<file path="src/nand_host_defs.svh">
`ifndef NAND_HOST_DEFS_SVH
`define NAND_HOST_DEFS_SVH

// ----------------------------------------------------------------
// clock and strobe timing
// ----------------------------------------------------------------
`define NB_CLK_MHZ 40
`define NB_SETUP_NS 15
`define NB_PULSE_NS 25
`define NB_HOLD_NS 15
`define NB_READ_ACCESS_DELAY_NS 30
`define NB_BUSY_GUARD_NS 100
// least times, rounded up to whole cycles
`define NB_SETUP_CYC ((`NB_SETUP_NS * `NB_CLK_MHZ + 999) / 1000)
`define NB_PULSE_CYC ((`NB_PULSE_NS * `NB_CLK_MHZ + 999) / 1000)
`define NB_HOLD_CYC ((`NB_HOLD_NS * `NB_CLK_MHZ + 999) / 1000)
`define NB_READ_ACCESS_DELAY_CYC ((`NB_READ_ACCESS_DELAY_NS * `NB_CLK_MHZ + 999) / 1000)
`define NB_BUSY_GUARD_CYC ((`NB_BUSY_GUARD_NS * `NB_CLK_MHZ + 999) / 1000)
// synchroniser depth on io_bus and ready/busy inputs
`define NB_SYNC_CYC 2

// ----------------------------------------------------------------
// address cycle layout
// ----------------------------------------------------------------
`define NB_ADDR_LAST_CYC 2'h3
`define NB_ADDR_ROW_FIRST_CYC 2'h1
`define NB_ADDR_COL_FIRST_CYC 2'h0

`endif

</file>
<file path="src/nand_host_pkg.sv">
package nand_host_pkg;

  typedef enum logic [4:0] {
    S_IDLE  = 5'b00001,
    S_SETUP = 5'b00010,
    S_LOW   = 5'b00100,
    S_HIGH  = 5'b01000,
    S_WAIT  = 5'b10000
  } state_t;

  typedef enum logic [2:0] {
    K_CMD   = 3'h0,
    K_ADDR4 = 3'h1,
    K_ADDR3 = 3'h2,
    K_WRITE = 3'h3,
    K_READ  = 3'h4,
    K_WAIT  = 3'h5
  } kind_t;

  typedef struct packed {
    state_t st;
    kind_t kind;
    logic [3:0] cnt;
    logic [1:0] cyc;
    logic [24:0] addr;
    logic [15:0] dout;
    logic oe;
    logic cle;
    logic ale;
    logic we_n;
    logic read_strobe_n;
    logic ce_n;
    logic wp_n;
    logic [15:0] rdata;
    logic rvalid;
    logic [2:0] acnt;
  } host_state_t;

  typedef struct packed {
    logic [16:0] s1;
    logic [16:0] s2;
  } sync_state_t;

endpackage : nand_host_pkg

</file>
<file path="src/nand_host.sv">
`timescale 1ns/10ps
`default_nettype none
`include "nand_host_defs.svh"

module nand_host
  import nand_host_pkg::*;
#(
  parameter bit WIDE = 1'b0
)
(
  // clock and reset
  input wire logic CLK,
  input wire logic RST,
  // user request port
  input wire logic REQ_VALID,
  output logic REQ_READY,
  input wire logic [2:0] REQ_KIND,
  input wire logic [15:0] REQ_DATA,
  input wire logic [24:0] REQ_ADDR,
  input wire logic PROTECT,
  // user answer port
  output logic RSP_VALID,
  output logic [15:0] RSP_DATA,
  output logic BUSY,
  // flash pins
  output logic NAND_CE_N,
  output logic NAND_CLE,
  output logic NAND_ALE,
  output logic NAND_WE_N,
  output logic NAND_READ_STROBE_N,
  output logic NAND_WP_N,
  input wire logic [15:0] IO_BUS_IN,
  output logic [15:0] IO_BUS_OUT,
  output logic IO_BUS_OE,
  input wire logic RB_N_IN
);

  localparam logic [3:0] SETUP_N = 4'(`NB_SETUP_CYC - 1);
  localparam logic [3:0] PULSE_N = 4'(`NB_PULSE_CYC - 1);
  localparam logic [3:0] HOLD_N = 4'(`NB_HOLD_CYC - 1);
  localparam logic [3:0] READ_N = 4'(`NB_READ_ACCESS_DELAY_CYC + `NB_SYNC_CYC - 1);
  localparam logic [3:0] GUARD_N = 4'(`NB_BUSY_GUARD_CYC + `NB_SYNC_CYC - 1);

  host_state_t r_q;
  host_state_t r_d;
  logic [16:0] pins_s;
  logic rdy_s;

  // ----------------------------------------------------------------
  // pin synchronisers
  // ----------------------------------------------------------------
  nand_pin_sync u_sync (
    .CLK(CLK),
    .RST(RST),
    .D({IO_BUS_IN, RB_N_IN}),
    .Q(pins_s)
  );
  // ready/busy keeps meaning even with the chip deselected
  assign rdy_s = pins_s[0];

  // ----------------------------------------------------------------
  // address cycle byte
  // ----------------------------------------------------------------
  // column bit 8 never leaves the host: the read command selects it
  function automatic logic [15:0] addr_byte(input logic [24:0] a, input logic [1:0] c);
    logic [15:0] b;
    b = 16'h0000;
    unique case (c)
      2'h0: b[7:0] = a[7:0];
      2'h1: b[7:0] = a[15:8];
      2'h2: b[7:0] = a[23:16];
      2'h3: b[0] = a[24];
    endcase
    return b;
  endfunction : addr_byte

  // ----------------------------------------------------------------
  // sequencer
  // ----------------------------------------------------------------
  always_comb
  begin
    r_d = r_q;
    r_d.rvalid = 1'b0;
    r_d.wp_n = ~PROTECT;
    unique case (r_q.st)
      S_IDLE:
      begin
        if (REQ_VALID)
        begin
          r_d.kind = kind_t'(REQ_KIND);
          r_d.addr = REQ_ADDR;
          r_d.acnt = 3'h0;
          r_d.ce_n = 1'b0;
          r_d.cnt = SETUP_N;
          r_d.st = S_SETUP;
          r_d.oe = 1'b1;
          r_d.cle = 1'b0;
          r_d.ale = 1'b0;
          unique case (kind_t'(REQ_KIND))
            K_CMD:
            begin
              r_d.cle = 1'b1;
              r_d.dout = {8'h00, REQ_DATA[7:0]};
            end
            K_ADDR4:
            begin
              r_d.ale = 1'b1;
              r_d.cyc = `NB_ADDR_COL_FIRST_CYC;
              r_d.dout = addr_byte(REQ_ADDR, `NB_ADDR_COL_FIRST_CYC);
            end
            K_ADDR3:
            begin
              // erase takes only the three row cycles
              r_d.ale = 1'b1;
              r_d.cyc = `NB_ADDR_ROW_FIRST_CYC;
              r_d.dout = addr_byte(REQ_ADDR, `NB_ADDR_ROW_FIRST_CYC);
            end
            K_WRITE:
            begin
              // in x8 the upper lines stay low rather than floating
              r_d.dout = WIDE ? REQ_DATA : {8'h00, REQ_DATA[7:0]};
            end
            K_READ:
            begin
              r_d.oe = 1'b0;
            end
            default:
            begin
              // unknown kinds are taken as a wait for ready
              r_d.oe = 1'b0;
              r_d.kind = K_WAIT;
              r_d.cnt = GUARD_N;
              r_d.st = S_WAIT;
            end
          endcase
        end
        else
        begin
          r_d.ce_n = 1'b1;
        end
      end
      S_SETUP:
      begin
        if (r_q.cnt == 4'h0)
        begin
          r_d.st = S_LOW;
          r_d.cnt = (r_q.kind == K_READ) ? READ_N : PULSE_N;
          if (r_q.kind == K_READ)
          begin
            r_d.read_strobe_n = 1'b0;
          end
          else
          begin
            r_d.we_n = 1'b0;
          end
        end
        else
        begin
          r_d.cnt = r_q.cnt - 4'h1;
        end
      end
      S_LOW:
      begin
        if (r_q.cnt == 4'h0)
        begin
          // data is sampled before the read strobe rises, after access delay
          if (r_q.kind == K_READ)
          begin
            r_d.rdata = WIDE ? pins_s[16:1] : {8'h00, pins_s[8:1]};
          end
          r_d.we_n = 1'b1;
          r_d.read_strobe_n = 1'b1;
          r_d.cnt = HOLD_N;
          r_d.st = S_HIGH;
          if (r_q.ale)
          begin
            r_d.acnt = r_q.acnt + 3'h1;
          end
        end
        else
        begin
          r_d.cnt = r_q.cnt - 4'h1;
        end
      end
      S_HIGH:
      begin
        if (r_q.cnt != 4'h0)
        begin
          r_d.cnt = r_q.cnt - 4'h1;
        end
        else if (r_q.ale && r_q.cyc != `NB_ADDR_LAST_CYC)
        begin
          // next address cycle keeps ALE high, no fresh setup
          r_d.cyc = r_q.cyc + 2'h1;
          r_d.dout = addr_byte(r_q.addr, r_q.cyc + 2'h1);
          r_d.cnt = PULSE_N;
          r_d.we_n = 1'b0;
          r_d.st = S_LOW;
        end
        else
        begin
          r_d.oe = 1'b0;
          r_d.cle = 1'b0;
          r_d.ale = 1'b0;
          r_d.rvalid = (r_q.kind == K_READ);
          r_d.st = S_IDLE;
        end
      end
      S_WAIT:
      begin
        // guard first: ready/busy falls only some time after the command
        if (r_q.cnt != 4'h0)
        begin
          r_d.cnt = r_q.cnt - 4'h1;
        end
        else if (rdy_s)
        begin
          r_d.st = S_IDLE;
        end
      end
    endcase
  end

  always_ff @(posedge CLK)
  begin
    if (RST)
    begin
      r_q <= '{st: S_IDLE, kind: K_CMD, cnt: 4'h0, cyc: 2'h0, addr: 25'h0000000,
               dout: 16'h0000, oe: 1'b0, cle: 1'b0, ale: 1'b0, we_n: 1'b1,
               read_strobe_n: 1'b1, ce_n: 1'b1, wp_n: 1'b0, rdata: 16'h0000,
               rvalid: 1'b0, acnt: 3'h0};
    end
    else
    begin
      r_q <= r_d;
    end
  end

  // ----------------------------------------------------------------
  // outputs
  // ----------------------------------------------------------------
  assign REQ_READY = (r_q.st == S_IDLE);
  assign RSP_VALID = r_q.rvalid;
  assign RSP_DATA = r_q.rdata;
  assign BUSY = ~rdy_s;
  assign NAND_CE_N = r_q.ce_n;
  assign NAND_CLE = r_q.cle;
  assign NAND_ALE = r_q.ale;
  assign NAND_WE_N = r_q.we_n;
  assign NAND_READ_STROBE_N = r_q.read_strobe_n;
  assign NAND_WP_N = r_q.wp_n;
  assign IO_BUS_OUT = r_q.dout;
  assign IO_BUS_OE = r_q.oe;

  // ----------------------------------------------------------------
  // checks
  // ----------------------------------------------------------------
  a_upper_lines_low: assert property (@(posedge CLK) disable iff (RST)
    (IO_BUS_OE && (NAND_CLE || NAND_ALE)) |-> (IO_BUS_OUT[15:8] == 8'h00))
    else $error("upper io lines not low during command or address");

  a_cmd_latch_held: assert property (@(posedge CLK) disable iff (RST)
    ($rose(NAND_WE_N) && NAND_CLE) |-> ($past(NAND_CLE) && !NAND_ALE && IO_BUS_OE && !NAND_CE_N))
    else $error("command latch not held across write rise");

  a_addr_latch_held: assert property (@(posedge CLK) disable iff (RST)
    ($rose(NAND_WE_N) && NAND_ALE) |-> ($past(NAND_ALE) && !NAND_CLE && IO_BUS_OE))
    else $error("address latch not held across write rise");

  a_write_data_stands: assert property (@(posedge CLK) disable iff (RST)
    $fell(NAND_WE_N) |-> IO_BUS_OE ##1 (IO_BUS_OE && $stable(IO_BUS_OUT)))
    else $error("write data moved around write strobe");

  a_addr_map_first: assert property (@(posedge CLK) disable iff (RST)
    ($fell(NAND_WE_N) && NAND_ALE && r_q.cyc == 2'h1) |-> (IO_BUS_OUT[7:0] == r_q.addr[15:8]))
    else $error("second address cycle carries wrong page bits");

  a_fourth_cycle_low: assert property (@(posedge CLK) disable iff (RST)
    ($fell(NAND_WE_N) && NAND_ALE && r_q.cyc == 2'h3) |-> (IO_BUS_OUT == {15'h0000, r_q.addr[24]}))
    else $error("fourth address cycle unused lines not low");

  a_addr_count: assert property (@(posedge CLK) disable iff (RST)
    ($rose(REQ_READY) && $past(NAND_ALE)) |->
      (r_q.acnt == ((r_q.kind == K_ADDR4) ? 3'h4 : 3'h3)))
    else $error("wrong number of address cycles");

  a_data_word_write: assert property (@(posedge CLK) disable iff (RST)
    ($rose(NAND_WE_N) && !NAND_CLE && !NAND_ALE) |->
      (r_q.kind == K_WRITE && !NAND_CE_N && IO_BUS_OE && NAND_READ_STROBE_N))
    else $error("plain write strobe outside a data write");

endmodule : nand_host

`default_nettype wire

</file>
<file path="src/nand_pin_sync.sv">
`timescale 1ns/10ps
`default_nettype none

module nand_pin_sync
  import nand_host_pkg::*;
(
  // clock and reset
  input wire logic CLK,
  input wire logic RST,
  // pins in, synchronised out
  input wire logic [16:0] D,
  output logic [16:0] Q
);

  sync_state_t r_q;
  sync_state_t r_d;

  // first stage feeds only the second stage
  always_comb
  begin
    r_d.s1 = D;
    r_d.s2 = r_q.s1;
  end

  always_ff @(posedge CLK)
  begin
    if (RST)
    begin
      r_q.s1 <= 17'h00001;
      r_q.s2 <= 17'h00001;
    end
    else
    begin
      r_q <= r_d;
    end
  end

  assign Q = r_q.s2;

endmodule : nand_pin_sync

`default_nettype wire

</file>
<file path="config.mk">
export PLATFORM = sky130hd
export DESIGN_NAME = nand_host
export DESIGN_NICKNAME = d
export VERILOG_FILES = /design/src/nand_host_pkg.sv /design/src/nand_host.sv /design/src/nand_pin_sync.sv
export VERILOG_INCLUDE_DIRS = /design/src
export SDC_FILE = /design/constraint.sdc
export NUM_CORES = 1
export LEC_CHECK = 0
export BUFFER_PORTS_ARGS = -buffer_cell sky130_fd_sc_hd__buf_2
export CAP_MARGIN = 20
export CORE_MARGIN = 2
export CORE_UTILIZATION = 52
export CTS_CLUSTER_SIZE = 25
export DETAILED_ROUTE_END_ITERATION = 7
export GPL_TIMING_DRIVEN = 0
export PLACE_DENSITY = 0.79
export SLEW_MARGIN = 20
export SYNTH_ARGS = -nofsm -noshare
export SYNTH_HDL_FRONTEND = slang
export SYNTH_SLANG_ARGS = --single-unit
export TNS_END_PERCENT = 1
</file>
<file path="constraint.sdc">
create_clock -name CLK -period 3 [get_ports CLK]
set_clock_uncertainty 0.2 [all_clocks]
set_input_delay 0.6 -clock CLK [delete_from_list [all_inputs] [get_ports CLK]]
set_output_delay 0.6 -clock CLK [all_outputs]
set_load 0.05 [all_outputs]
</file>
* Yosys cells after proc, flatten, opt, wreduce, memory -nomap -nowiden *
Index checks and enable logic that the tools add are counted.
Widths: inputs -> output; s select.

cells by class
  $add $sub $neg = 2
  eq/ne operators = 28
  muxes and demuxes = 37
  bitwise logic cells = 3
  reduce and logical (&&, ||, !) cells = 22

operators with widths
  kind                number
  $mux 58             1
  $pmux 16 s3         1
  $pmux 19 s2         1
  $mux 5              5
  $pmux 5 s5          1
  $ne 2x2->1 const B  11
  $pmux 7 s3          1
  $mux 20             1
  $pmux 4 s5          1
  $mux 16             1
  $mux 4              4
  $mux 12             1
  $reduce_and 6->1    2
  $reduce_and 5->1    2
  $mux 2              4
  $pmux 2 s2          2
  $reduce_and 4->1    2
  $reduce_or 4->1     2
  $mux 1              7
  $eq 3x2->1 const B  2
  $eq 3x3->1 const B  2
  $mux 3              2
  $mux 6              1
  $reduce_and 3->1    2
  other kinds (28)    33

word-level totals
  bits in registers = 89
  output and inout bits = 42

* Longest topological paths before layout *
Gate-level depths: netlist (run 1).

  depth after elaboration = 6
  gate-level depth with buffers = 9
  gate-level depth less buffers = 7

* Hierarchy *
A second synthesis (run 1) with hierarchy kept.

second synthesis, totals
  cell total of the unflattened synthesis = 484
  area total of the unflattened synthesis = 4316.6 µm²

by module, submodules not included
  module         instances  cells each  area an instance (µm²)  sequential area each (µm²)
  nand_host      1          413         3400.8                  1261.2
  nand_pin_sync  1          71          915.9                   680.7

* Worst setup path before layout (run 1) *
Ideal clock, no wire load.

  path type = register to register
  from = register r_q[78] (netlist bit)
  to = register r_q[68] (netlist bit)
  setup time = 135 ps
  arrival time = 2110 ps
  path slack = 555 ps
  stages on the path, launching flop included = 7
  clock period less this slack = 2445 ps
  cells stage by stage = dfxtp_1 -> buf_6 -> or3_4 -> nor2_1 -> a31oi_1 -> a311oi_1 -> a211oi_1

between the ends
  cells in the longest elaborated chain, start to end = 3
  elaborated cells on any way between the ends = 9
  those cells by class = eq/ne: 6; mux: 1; reduce/logical: 2

ends and longest elaborated chain
  item                                                 RTL line          RTL
  from (decl)                                          nand_host.sv:44   host_state_t r_q;
  from (signal assigned)                               nand_host.sv:228  r_q <= '{st: S_IDLE, kind: K_CMD, cnt: 4'h0, cyc: 2'h0, addr: 25'h0000000,
  from (signal assigned)                               nand_host.sv:235  r_q <= r_d;
  $eq 5x1->1 *                                         --
  net REQ_READY                                        nand_host.sv:16   output logic REQ_READY,
  $ne 3x1->1 (no source line) (tied with other cells)  --
  $reduce_and 5->1 (no source line)                    --

The timed path passes the listed nets; every way through them passes the cells marked *.
A chain may end at the register's enable or synchronous reset.

* Worst setup path after layout (run 1) *
  from = register r_q[78] (netlist bit)
  to = output port REQ_READY

between the ends
  cells in the longest elaborated chain, start to end = 1

ends and longest elaborated chain
  item        RTL line          RTL
  $eq 5x1->1  nand_host.sv:242  assign REQ_READY = (r_q.st == S_IDLE);
  to (decl)   nand_host.sv:16

Every way passes these cells.

==> results of run 1 <==
[flip-flops by register name, indices dropped and copies added (netlist names)]
signal,count
NAND_WE_N,1
NAND_CE_N,1
RSP_VALID,1
NAND_READ_STROBE_N,1
NAND_CLE,1
RSP_DATA,8
r_q,39
IO_BUS_OE,1
u_sync.Q,9
IO_BUS_OUT,8
NAND_ALE,1
NAND_WP_N,1
u_sync.r_d,9
[through the flow]
stage,area (um^2),utilization [%],power [mW],instances,hold slack [ns]
finish,4620,63.7,2.34,649,0.179
global route,4620,63.7,2.44,649,0.188
CTS,4620,63.7,2.34,649,0.174
detailed placement,4430,61.1,1.61,633,0.199
global placement,4430,61.1,1.59,633,0.192
floorplan,3950,-,1.49,462,0.189
[power by group]
| group | switching (mW) | total, mW | leakage [nW] | internal (mW) |
|---|---|---|---|---|
| Clock | 0.419 | 0.752 | 0.0912 | 0.333 |
| Sequential | 0.0269 | 1.15 | 0.663 | 1.13 |
| Combinational | 0.284 | 0.435 | 1.30 | 0.151 |
[placed cells by master (no fill, tap or decap), types with 3 or more instances in the layout]
cell type  count
dfxtp_1       81
buf_2         77
nand2_1       70
a21oi_1       39
nor2_1        32
buf_4         32
clkbuf_1      23
nor2b_1       17
mux2i_1       16
conb_1        16
clkbuf_8      10
inv_1          9
a222oi_1       8
o221ai_1       8
ha_1           8
a2bb2oi_1      7
o211a_1        7
nor3_2         7
o21ai_0        7
a31oi_1        6
a211oi_1       6
nand3_1        5
or2_2          4
or3_1          4
nor3b_1        4
nor3_1         4
nand2b_1       3
a21o_1         3
nand4b_1       3
[layout make-up]
class	instances	area [um^2]	share of cell area (%)
clock buffer	10	138	2.98
multi-input combinational	310	1920	41.5
tap	99	124	2.68
inverter	9	33.8	0.732
clock inverter	6	48.8	1.06
sequential	81	1620	35.1
buffer	62	374	8.10
timing repair buffer	72	360	7.80
[logic make-up (layout without fill, tap and decap cells)]
group,after synthesis,after routing
and+or+nand+nor,162,162
xor gates and xnor gates,3,3
AOI/OAI and AO/OA,105,105
buffers and inverters,71,159
DFF,81,81
other,1,16
adders and majority gates,8,8
muxes,16,16
[layer usage]
metal | track usage [%] | vias up | wire [um]
met1 | 28.4 | 1661 | 4090
met2 | 41.9 | 143 | 4730
met4 | 10.5 | 0 | 301
li1 | - | 1714 | -
met5 | 0 | - | 0
met3 | 4.76 | 26 | 605
[worst paths after layout]
check | slack [ns] | startpoint | end | depth (start not counted)
min | 0.18 | PROTECT | NAND_WP_N | 2
max reg2reg | 0.40 | r_q[70] | IO_BUS_OUT[7] | 9
min reg2reg | 0.22 | u_sync.r_d[0] | u_sync.Q[0] | 1
max | 0.35 | r_q[78] | REQ_READY | 4
==> flow_summary.ini, run 1 <==
[setup_path]
path_cells = buf_6, or3_4, nor2_1, buf_2
crit_type = reg -> out
critPathTopFamily = simple AND/OR/NAND/NOR gates
crit_required_ns = 2.20
arrival_ns = 1.85
crit_slowest_cell = or3_4
end_kind = primary output
cp_max_fo = 8
path_buf_inv = 2
crit_path_start_kind = flip-flop
cpPeakStageDelay_ns = 0.41

[timing]
max_freq_mhz = 378
period_minus_slack_ns = 2.65
tightest_slew_ns = 0.985
fin_crit_sh_pct = 88.2
setup_viol = 0
fin_tns_setup_ns = 0
finalHoldViolCount = 0
slew_violations = 0
setup_ws_ns = 0.353
rsz0062_at_grt = no
slew-limit-headroom_pct = 34.2

[route]
viasPerCell = 5.46
routed_wl_mm = 9.73
wire_per_inst_um = 15.0
firstDrtPassIters = 5
first_iter_violations = 270
antenna_left = 0
vias = 3544
drc = 0

[synthesis]
syn_inst = 447
yosysTopAreaCell = dfxtp_1
synth_flop_cell = dfxtp_1
yosys.area_share.xor_xnor_pct = 0.675
synth.most_common_cell = dfxtp_1
synth_common_cells = dfxtp_1, nand2_1, a21oi_1
yosys.area_share.simple_pct = 21.0
syn_avg_cell_area_um2 = 8.70
seq_area_frac_synth_pct = 41.7
synth-seq-cells = 81
synthTopCellsByArea = dfxtp_1, nand2_1, buf_4, a21oi_1, mux2i_1
netlist.area_leader.share_pct = 41.7
syn_area_um2 = 3890
synth_top_family_by_area = simple AND/OR/NAND/NOR gates
synth-edff-count = 0
ys_types = 51
synthMuxAreaShare_pct = 4.12
yosys_warnings = 0
synth_compound_area_share_pct = 19.3
synth_fa_ha_area_share_pct = 2.57
synthArstFlopShare_pct = 0

[cts]
cts-buffers-inserted = 9
cts_buffer_depth = 2
cts_setup_buffers = 0
clock-root-buffer = clkbuf_8
ctsResizeCount = 0
htree_levels = 3
cts.sinks = 81
clk_pin_slew_worst_paths_ns = 0.08
ctsHoldBuffers = 0
tritoncts = built
insertion_delay_ns = 0.36

[global_route]
antenna_found_initial = 0
grt_pass1_vias = 3357
grt_pass1_wl_mm = 15.7
grt_usage_pct = 24.0
grt_max_degree = 16
grt_overflow = 0

[cells_and_area]
layout.nets = 618
drive_gt1_share_pct = 26.4
syn2layout_area_growth_pct = 18.7
fillers = 652
antennaDiodeCount = 0

[placement]
finalWeightedCongestion = 0.919
dpl_worst_slack_ns = 0.425
dpl.hpwl_mm = 7.23
port_buffers = 72

[outcome]
outcome = completed

[floorplanning]
design.core.area_um2 = 7250
die-area_um2 = 8190
num_rows = 31
ios = 107
die_w_um = 90.5
die_y_um = 90.5
start_util_pct = 53.6

[flow_run]
maxCapViolations = 0

[power]
p_per_area_nw_per_um2 = 507
leakagePower_nw = 2.06
ir_drop_v = 0.000319

[hold_path]
hp-class = in -> reg
Note: power is estimated with default switching activity, not from simulation.
==> run 2: changes to the inputs <==
--- a/config.mk
+++ b/config.mk
@@ -9,11 +9,12 @@
 export BUFFER_PORTS_ARGS = -buffer_cell sky130_fd_sc_hd__buf_2
 export CAP_MARGIN = 20
 export CORE_MARGIN = 2
-export CORE_UTILIZATION = 52
+export CORE_UTILIZATION = 54
+export CTS_BUF_LIST = sky130_fd_sc_hd__clkbuf_4 sky130_fd_sc_hd__clkbuf_8
 export CTS_CLUSTER_SIZE = 25
 export DETAILED_ROUTE_END_ITERATION = 7
 export GPL_TIMING_DRIVEN = 0
-export PLACE_DENSITY = 0.79
+export PLACE_DENSITY = 0.82
 export SLEW_MARGIN = 20
 export SYNTH_ARGS = -nofsm -noshare
 export SYNTH_HDL_FRONTEND = slang
==> flow_summary.ini, run 2 (synthesis results as in run 1) <==
[cts]
clk_pin_slew_worst_paths_ns = 0.08
insertion_delay_ns = 0.36
cts-buffers-inserted = 9
htree_levels = 3
tritoncts = built
ctsResizeCount = 0
clock-root-buffer = clkbuf_8
cts_setup_buffers = 0
ctsHoldBuffers = 0
cts.sinks = 81
cts_buffer_depth = 2

[hold_path]
hp-class = in -> reg

[timing]
slew_violations = 0
period_minus_slack_ns = 2.70
slew-limit-headroom_pct = 33.6
rsz0062_at_grt = no
max_freq_mhz = 370
fin_tns_setup_ns = 0
setup_viol = 0
finalHoldViolCount = 0
fin_crit_sh_pct = 90.1
tightest_slew_ns = 0.994

[global_route]
antenna_found_initial = 0
grt_usage_pct = 25.2
grt_pass1_vias = 3200
grt_max_degree = 16
grt_pass1_wl_mm = 15.0
grt_overflow = 0

[cells_and_area]
syn2layout_area_growth_pct = 18.6
largest-register = r_q
seq_area_um2 = 1620
drive_gt1_share_pct = 26.4
final_common_cell = dfxtp_1
layout.nets = 618
fillers = 575
layout_common_cells = dfxtp_1, buf_2, nand2_1
multi_input_area_um2 = 1920
antennaDiodeCount = 0
largest_reg_flops = 39

[setup_path]
r2r_slack_ns = 0.37
arrival_ns = 1.90
crit_type = reg -> out
end_kind = primary output
cp_max_fo = 8
crit_required_ns = 2.20
crit_path_start_kind = flip-flop

[placement]
finalWeightedCongestion = 0.877
port_buffers = 72
dpl.hpwl_mm = 7.09

[power]
leakagePower_nw = 2.05
ir_drop_v = 0.000316
p_per_area_nw_per_um2 = 507
finalPower_mw = 2.34

[flow_run]
maxCapViolations = 0

[floorplanning]
design.core.area_um2 = 6870
num_rows = 30
die-area_um2 = 7900
die_w_um = 88.9
die_y_um = 88.9
start_util_pct = 56.6
ios = 107

[route]
viasPerCell = 5.52
routed_wl_mm = 9.76
first_iter_violations = 295
firstDrtPassIters = 6
vias = 3564
antenna_left = 0
drc = 0
wire_per_inst_um = 15.1

[outcome]
outcome = completed
run 2: changes by cell type in the layout (fill, tap and decap cells not counted):
cell	previous run	this run
clkinvlp_4	2	3
clkinv_4	0	1
inv_8	1	0
clkinv_2	1	0
run 2: worst max-delay path: stages, from the launching register on:
cell and delay (ns):
dfxtp_1 0.31, buf_6 0.13, or3_4 0.41, nor2_1 0.35
buf_2 0.34
run 2: path summary, 6_finish.rpt:
check                              startpoint       endpoint  cells after the start
worst min register to register  u_sync.r_d[0]    u_sync.Q[0]                      1
worst max register to register        r_q[70]  IO_BUS_OUT[7]                      9
worst max-delay path                  r_q[78]      REQ_READY                      4
worst min-delay path                  PROTECT      NAND_WP_N                      2
run 2: routing by layer:
metal,GRT usage [%],up-vias,share of wire (%)
met4,10.7,0,2.9
met2,41.9,183,49
li1,-,1715,-
met3,6.06,25,7.5
met1,31.2,1641,41
met5,0,-,0
run 2: area by class of cell:
class	count	area share, %
buffer	62	8.11
clock buffer	10	2.98
clock inverter	6	1.06
inverter	9	0.732
multi-input combinational	310	41.6
sequential	81	35.2
tap	96	2.60
timing repair buffer	72	7.81
run 2: power breakdown:
| group | switching [mW] | internal, mW | total (mW) | leakage [nW] |
|---|---|---|---|---|
| logic | 0.286 | 0.151 | 0.437 | 1.30 |
| clock network | 0.420 | 0.330 | 0.750 | 0.0855 |
| registers | 0.0265 | 1.12 | 1.15 | 0.663 |
| total | 0.733 | 1.61 | 2.34 | 2.05 |
run 2: per-stage QoR:
| step | worst slack [ns] | instance area [um^2] | cells | utilization, % | hold WS (ns) |
|---|---|---|---|---|---|
| final | 0.296 | 4610 | 646 | 67.2 | 0.183 |
| after detailed placement | 0.401 | 4430 | 630 | 64.4 | 0.220 |
| after CTS | 0.306 | 4610 | 646 | 67.2 | 0.178 |
| after floorplan | 0.555 | 3950 | 462 | - | 0.189 |
| after global placement | 0.483 | 4430 | 630 | 64.4 | 0.191 |
| after global routing | 0.238 | 4610 | 646 | 67.2 | 0.178 |
==> run 3: changes to the inputs <==
--- a/config.mk
+++ b/config.mk
@@ -6,15 +6,16 @@
 export SDC_FILE = /design/constraint.sdc
 export NUM_CORES = 1
 export LEC_CHECK = 0
+export ABC_AREA = 1
 export BUFFER_PORTS_ARGS = -buffer_cell sky130_fd_sc_hd__buf_2
 export CAP_MARGIN = 20
 export CORE_MARGIN = 2
-export CORE_UTILIZATION = 54
+export CORE_UTILIZATION = 55
 export CTS_BUF_LIST = sky130_fd_sc_hd__clkbuf_4 sky130_fd_sc_hd__clkbuf_8
 export CTS_CLUSTER_SIZE = 25
 export DETAILED_ROUTE_END_ITERATION = 7
 export GPL_TIMING_DRIVEN = 0
-export PLACE_DENSITY = 0.82
+export PLACE_DENSITY = 0.83
 export SLEW_MARGIN = 20
 export SYNTH_ARGS = -nofsm -noshare
 export SYNTH_HDL_FRONTEND = slang
==> flow_summary.ini, run 3 <==
[outcome]
outcome = completed

[placement]
port_buffers = 73
dpl.hpwl_mm = 7.48
finalWeightedCongestion = 0.887
place_area_um2 = 4620

[global_route]
antenna_found_initial = 0
grt_overflow = 0
grt.met1_usage_pct = 32.2
met3_usage_pct = 5.70
busiest_layer = met2
grt_use_met2_pct = 39.7
grt_pass1_wl_mm = 16.3
grt_pass1_vias = 3626
grt_usage_pct = 24.5
grt_max_degree = 17

[synthesis]
synth_flop_cell = dfxtp_1
ys_types = 32
yosysTopAreaCell = dfxtp_1
syn_area_um2 = 4080
syn_inst = 598
seq_area_frac_synth_pct = 39.8
syn_avg_cell_area_um2 = 6.82
yosys_warnings = 0
synth-seq-cells = 81
netlist.area_leader.share_pct = 39.8
synth.most_common_cell = nand2_1
synthArstFlopShare_pct = 0
synthTopCellsByArea = dfxtp_1, nand2_1, buf_4, inv_1, nor2_1
synth_common_cells = nand2_1, dfxtp_1, inv_1, nor2_1, a21oi_1
synth-edff-count = 0

[cells_and_area]
syn2layout_area_growth_pct = 17.9
final_common_cell = nand2_1
largest-register = r_q
layout.nets = 770
antennaDiodeCount = 0
drive_gt1_share_pct = 22.2
largest_reg_flops = 39
finish.instance_area_um2 = 4810
layout_common_cells = nand2_1, dfxtp_1, buf_2

[floorplanning]
ios = 107
design.core.area_um2 = 7210
die_w_um = 90.1
num_rows = 31
die-area_um2 = 8120
start_util_pct = 56.5
die_y_um = 90.1

[cts]
insertion_delay_ns = 0.36
cts_buffer_depth = 2
tritoncts = built
htree_levels = 3
ctsHoldBuffers = 0
clk_pin_slew_worst_paths_ns = 0.09
clock-root-buffer = clkbuf_8
ctsResizeCount = 0
cts.sinks = 81
cts-buffers-inserted = 9
cts_setup_buffers = 0

[power]
leakagePower_nw = 2.40
p_per_area_nw_per_um2 = 520
finalPower_mw = 2.50
ir_drop_v = 0.000396

[timing]
fin_crit_sh_pct = 76.8
tightest_slew_ns = 0.716
max_freq_mhz = 434
timing.hold.ws_ns = 0.192
fin_tns_setup_ns = 0
finalHoldViolCount = 0
rsz0062_at_grt = no
period_minus_slack_ns = 2.30
slew_violations = 0
setup_viol = 0
slew-limit-headroom_pct = 52.1

[route]
firstDrtPassIters = 6
vias = 3865
viasPerCell = 4.83
drc = 0
wire_per_inst_um = 12.0
first_iter_violations = 256
routed_wl_mm = 9.60
antenna_left = 0

[setup_path]
cp_max_fo = 5
crit_required_ns = 2.20
crit_path_start_kind = flip-flop
arrival_ns = 1.50
r2r_slack_ns = 1.02
r2r_start = r_q[70]
reg2reg_to = r_q[72]
end_kind = primary output
crit_type = reg -> out
rr_worst_depth = 11

[flow_run]
maxCapViolations = 0

[hold_path]
min_to = NAND_WP_N
hp-start = PROTECT
whs_path_depth = 2
hp-class = in -> reg
[run 3: worst max-delay path by stage]
| stage | start | to | slack (ns) | cells after the start |
|---|---|---|---|---|
| after floorplan | NAND_ALE | IO_BUS_OUT[0] | 1.15 | 8 |
| after global placement | REQ_KIND[2] | IO_BUS_OUT[1] | 0.85 | 10 |
| after detailed placement | REQ_KIND[2] | IO_BUS_OUT[7] | 0.80 | 10 |
| after CTS | r_q[79] | REQ_READY | 0.71 | 4 |
| after global routing | r_q[77] | REQ_READY | 0.62 | 5 |
| final | r_q[77] | REQ_READY | 0.70 | 5 |
[run 3: final cells by class]
cell class | count | area, um^2
fillers | 687 | 2410
multi-input cells | 408 | 1880
flip-flops and latches | 81 | 1620
repair buffers | 73 | 365
plain buffers | 51 | 354
inverters | 73 | 277
clock buffers | 9 | 124
well taps | 99 | 124
clock inverters | 7 | 61.3
[run 3: per-layer routing]
| metal | part of all wire (%) | wire, um |
|---|---|---|
| met4 | 1.7 | 162 |
| met5 | 0 | 0 |
| met3 | 7.1 | 681 |
| met1 | 45 | 4310 |
| met2 | 46 | 4450 |
[run 3: cells by family after synthesis]
| kind of cell | Yosys count | synth area share (%) |
|---|---|---|
| adder cells (fa/ha/maj) | 8 | 2.45 |
| AND/OR/NAND/NOR | 312 | 32.8 |
| other | 1 | 0.0920 |
| AO/OA/AOI/OAI | 71 | 9.24 |
| flip-flops | 81 | 39.8 |
| XOR/XNOR | 1 | 0.215 |
| buffers and inverters | 124 | 15.5 |
[run 3: critical path, stage by stage, from the launching register on]
cell and delay [ns]:
dfxtp_1 0.40, inv_1 0.07, nor2_2 0.13, nand3_2 0.13, inv_1 0.14, buf_2 0.28
[run 3: power by group]
part | total (mW) | switching, mW | internal, mW
clock | 0.759 | 0.443 | 0.316
combinational | 0.567 | 0.383 | 0.184
sequential | 1.18 | 0.0354 | 1.14
[run 3: per-stage QoR]
step / util (%) / setup slack [ns] / cells
after floorplan: - / 1.15 / 613
after global placement: 64.1 / 0.855 / 785
after detailed placement: 64.1 / 0.804 / 785
after CTS: 66.6 / 0.712 / 801
after global routing: 66.6 / 0.621 / 801
final: 66.6 / 0.697 / 801
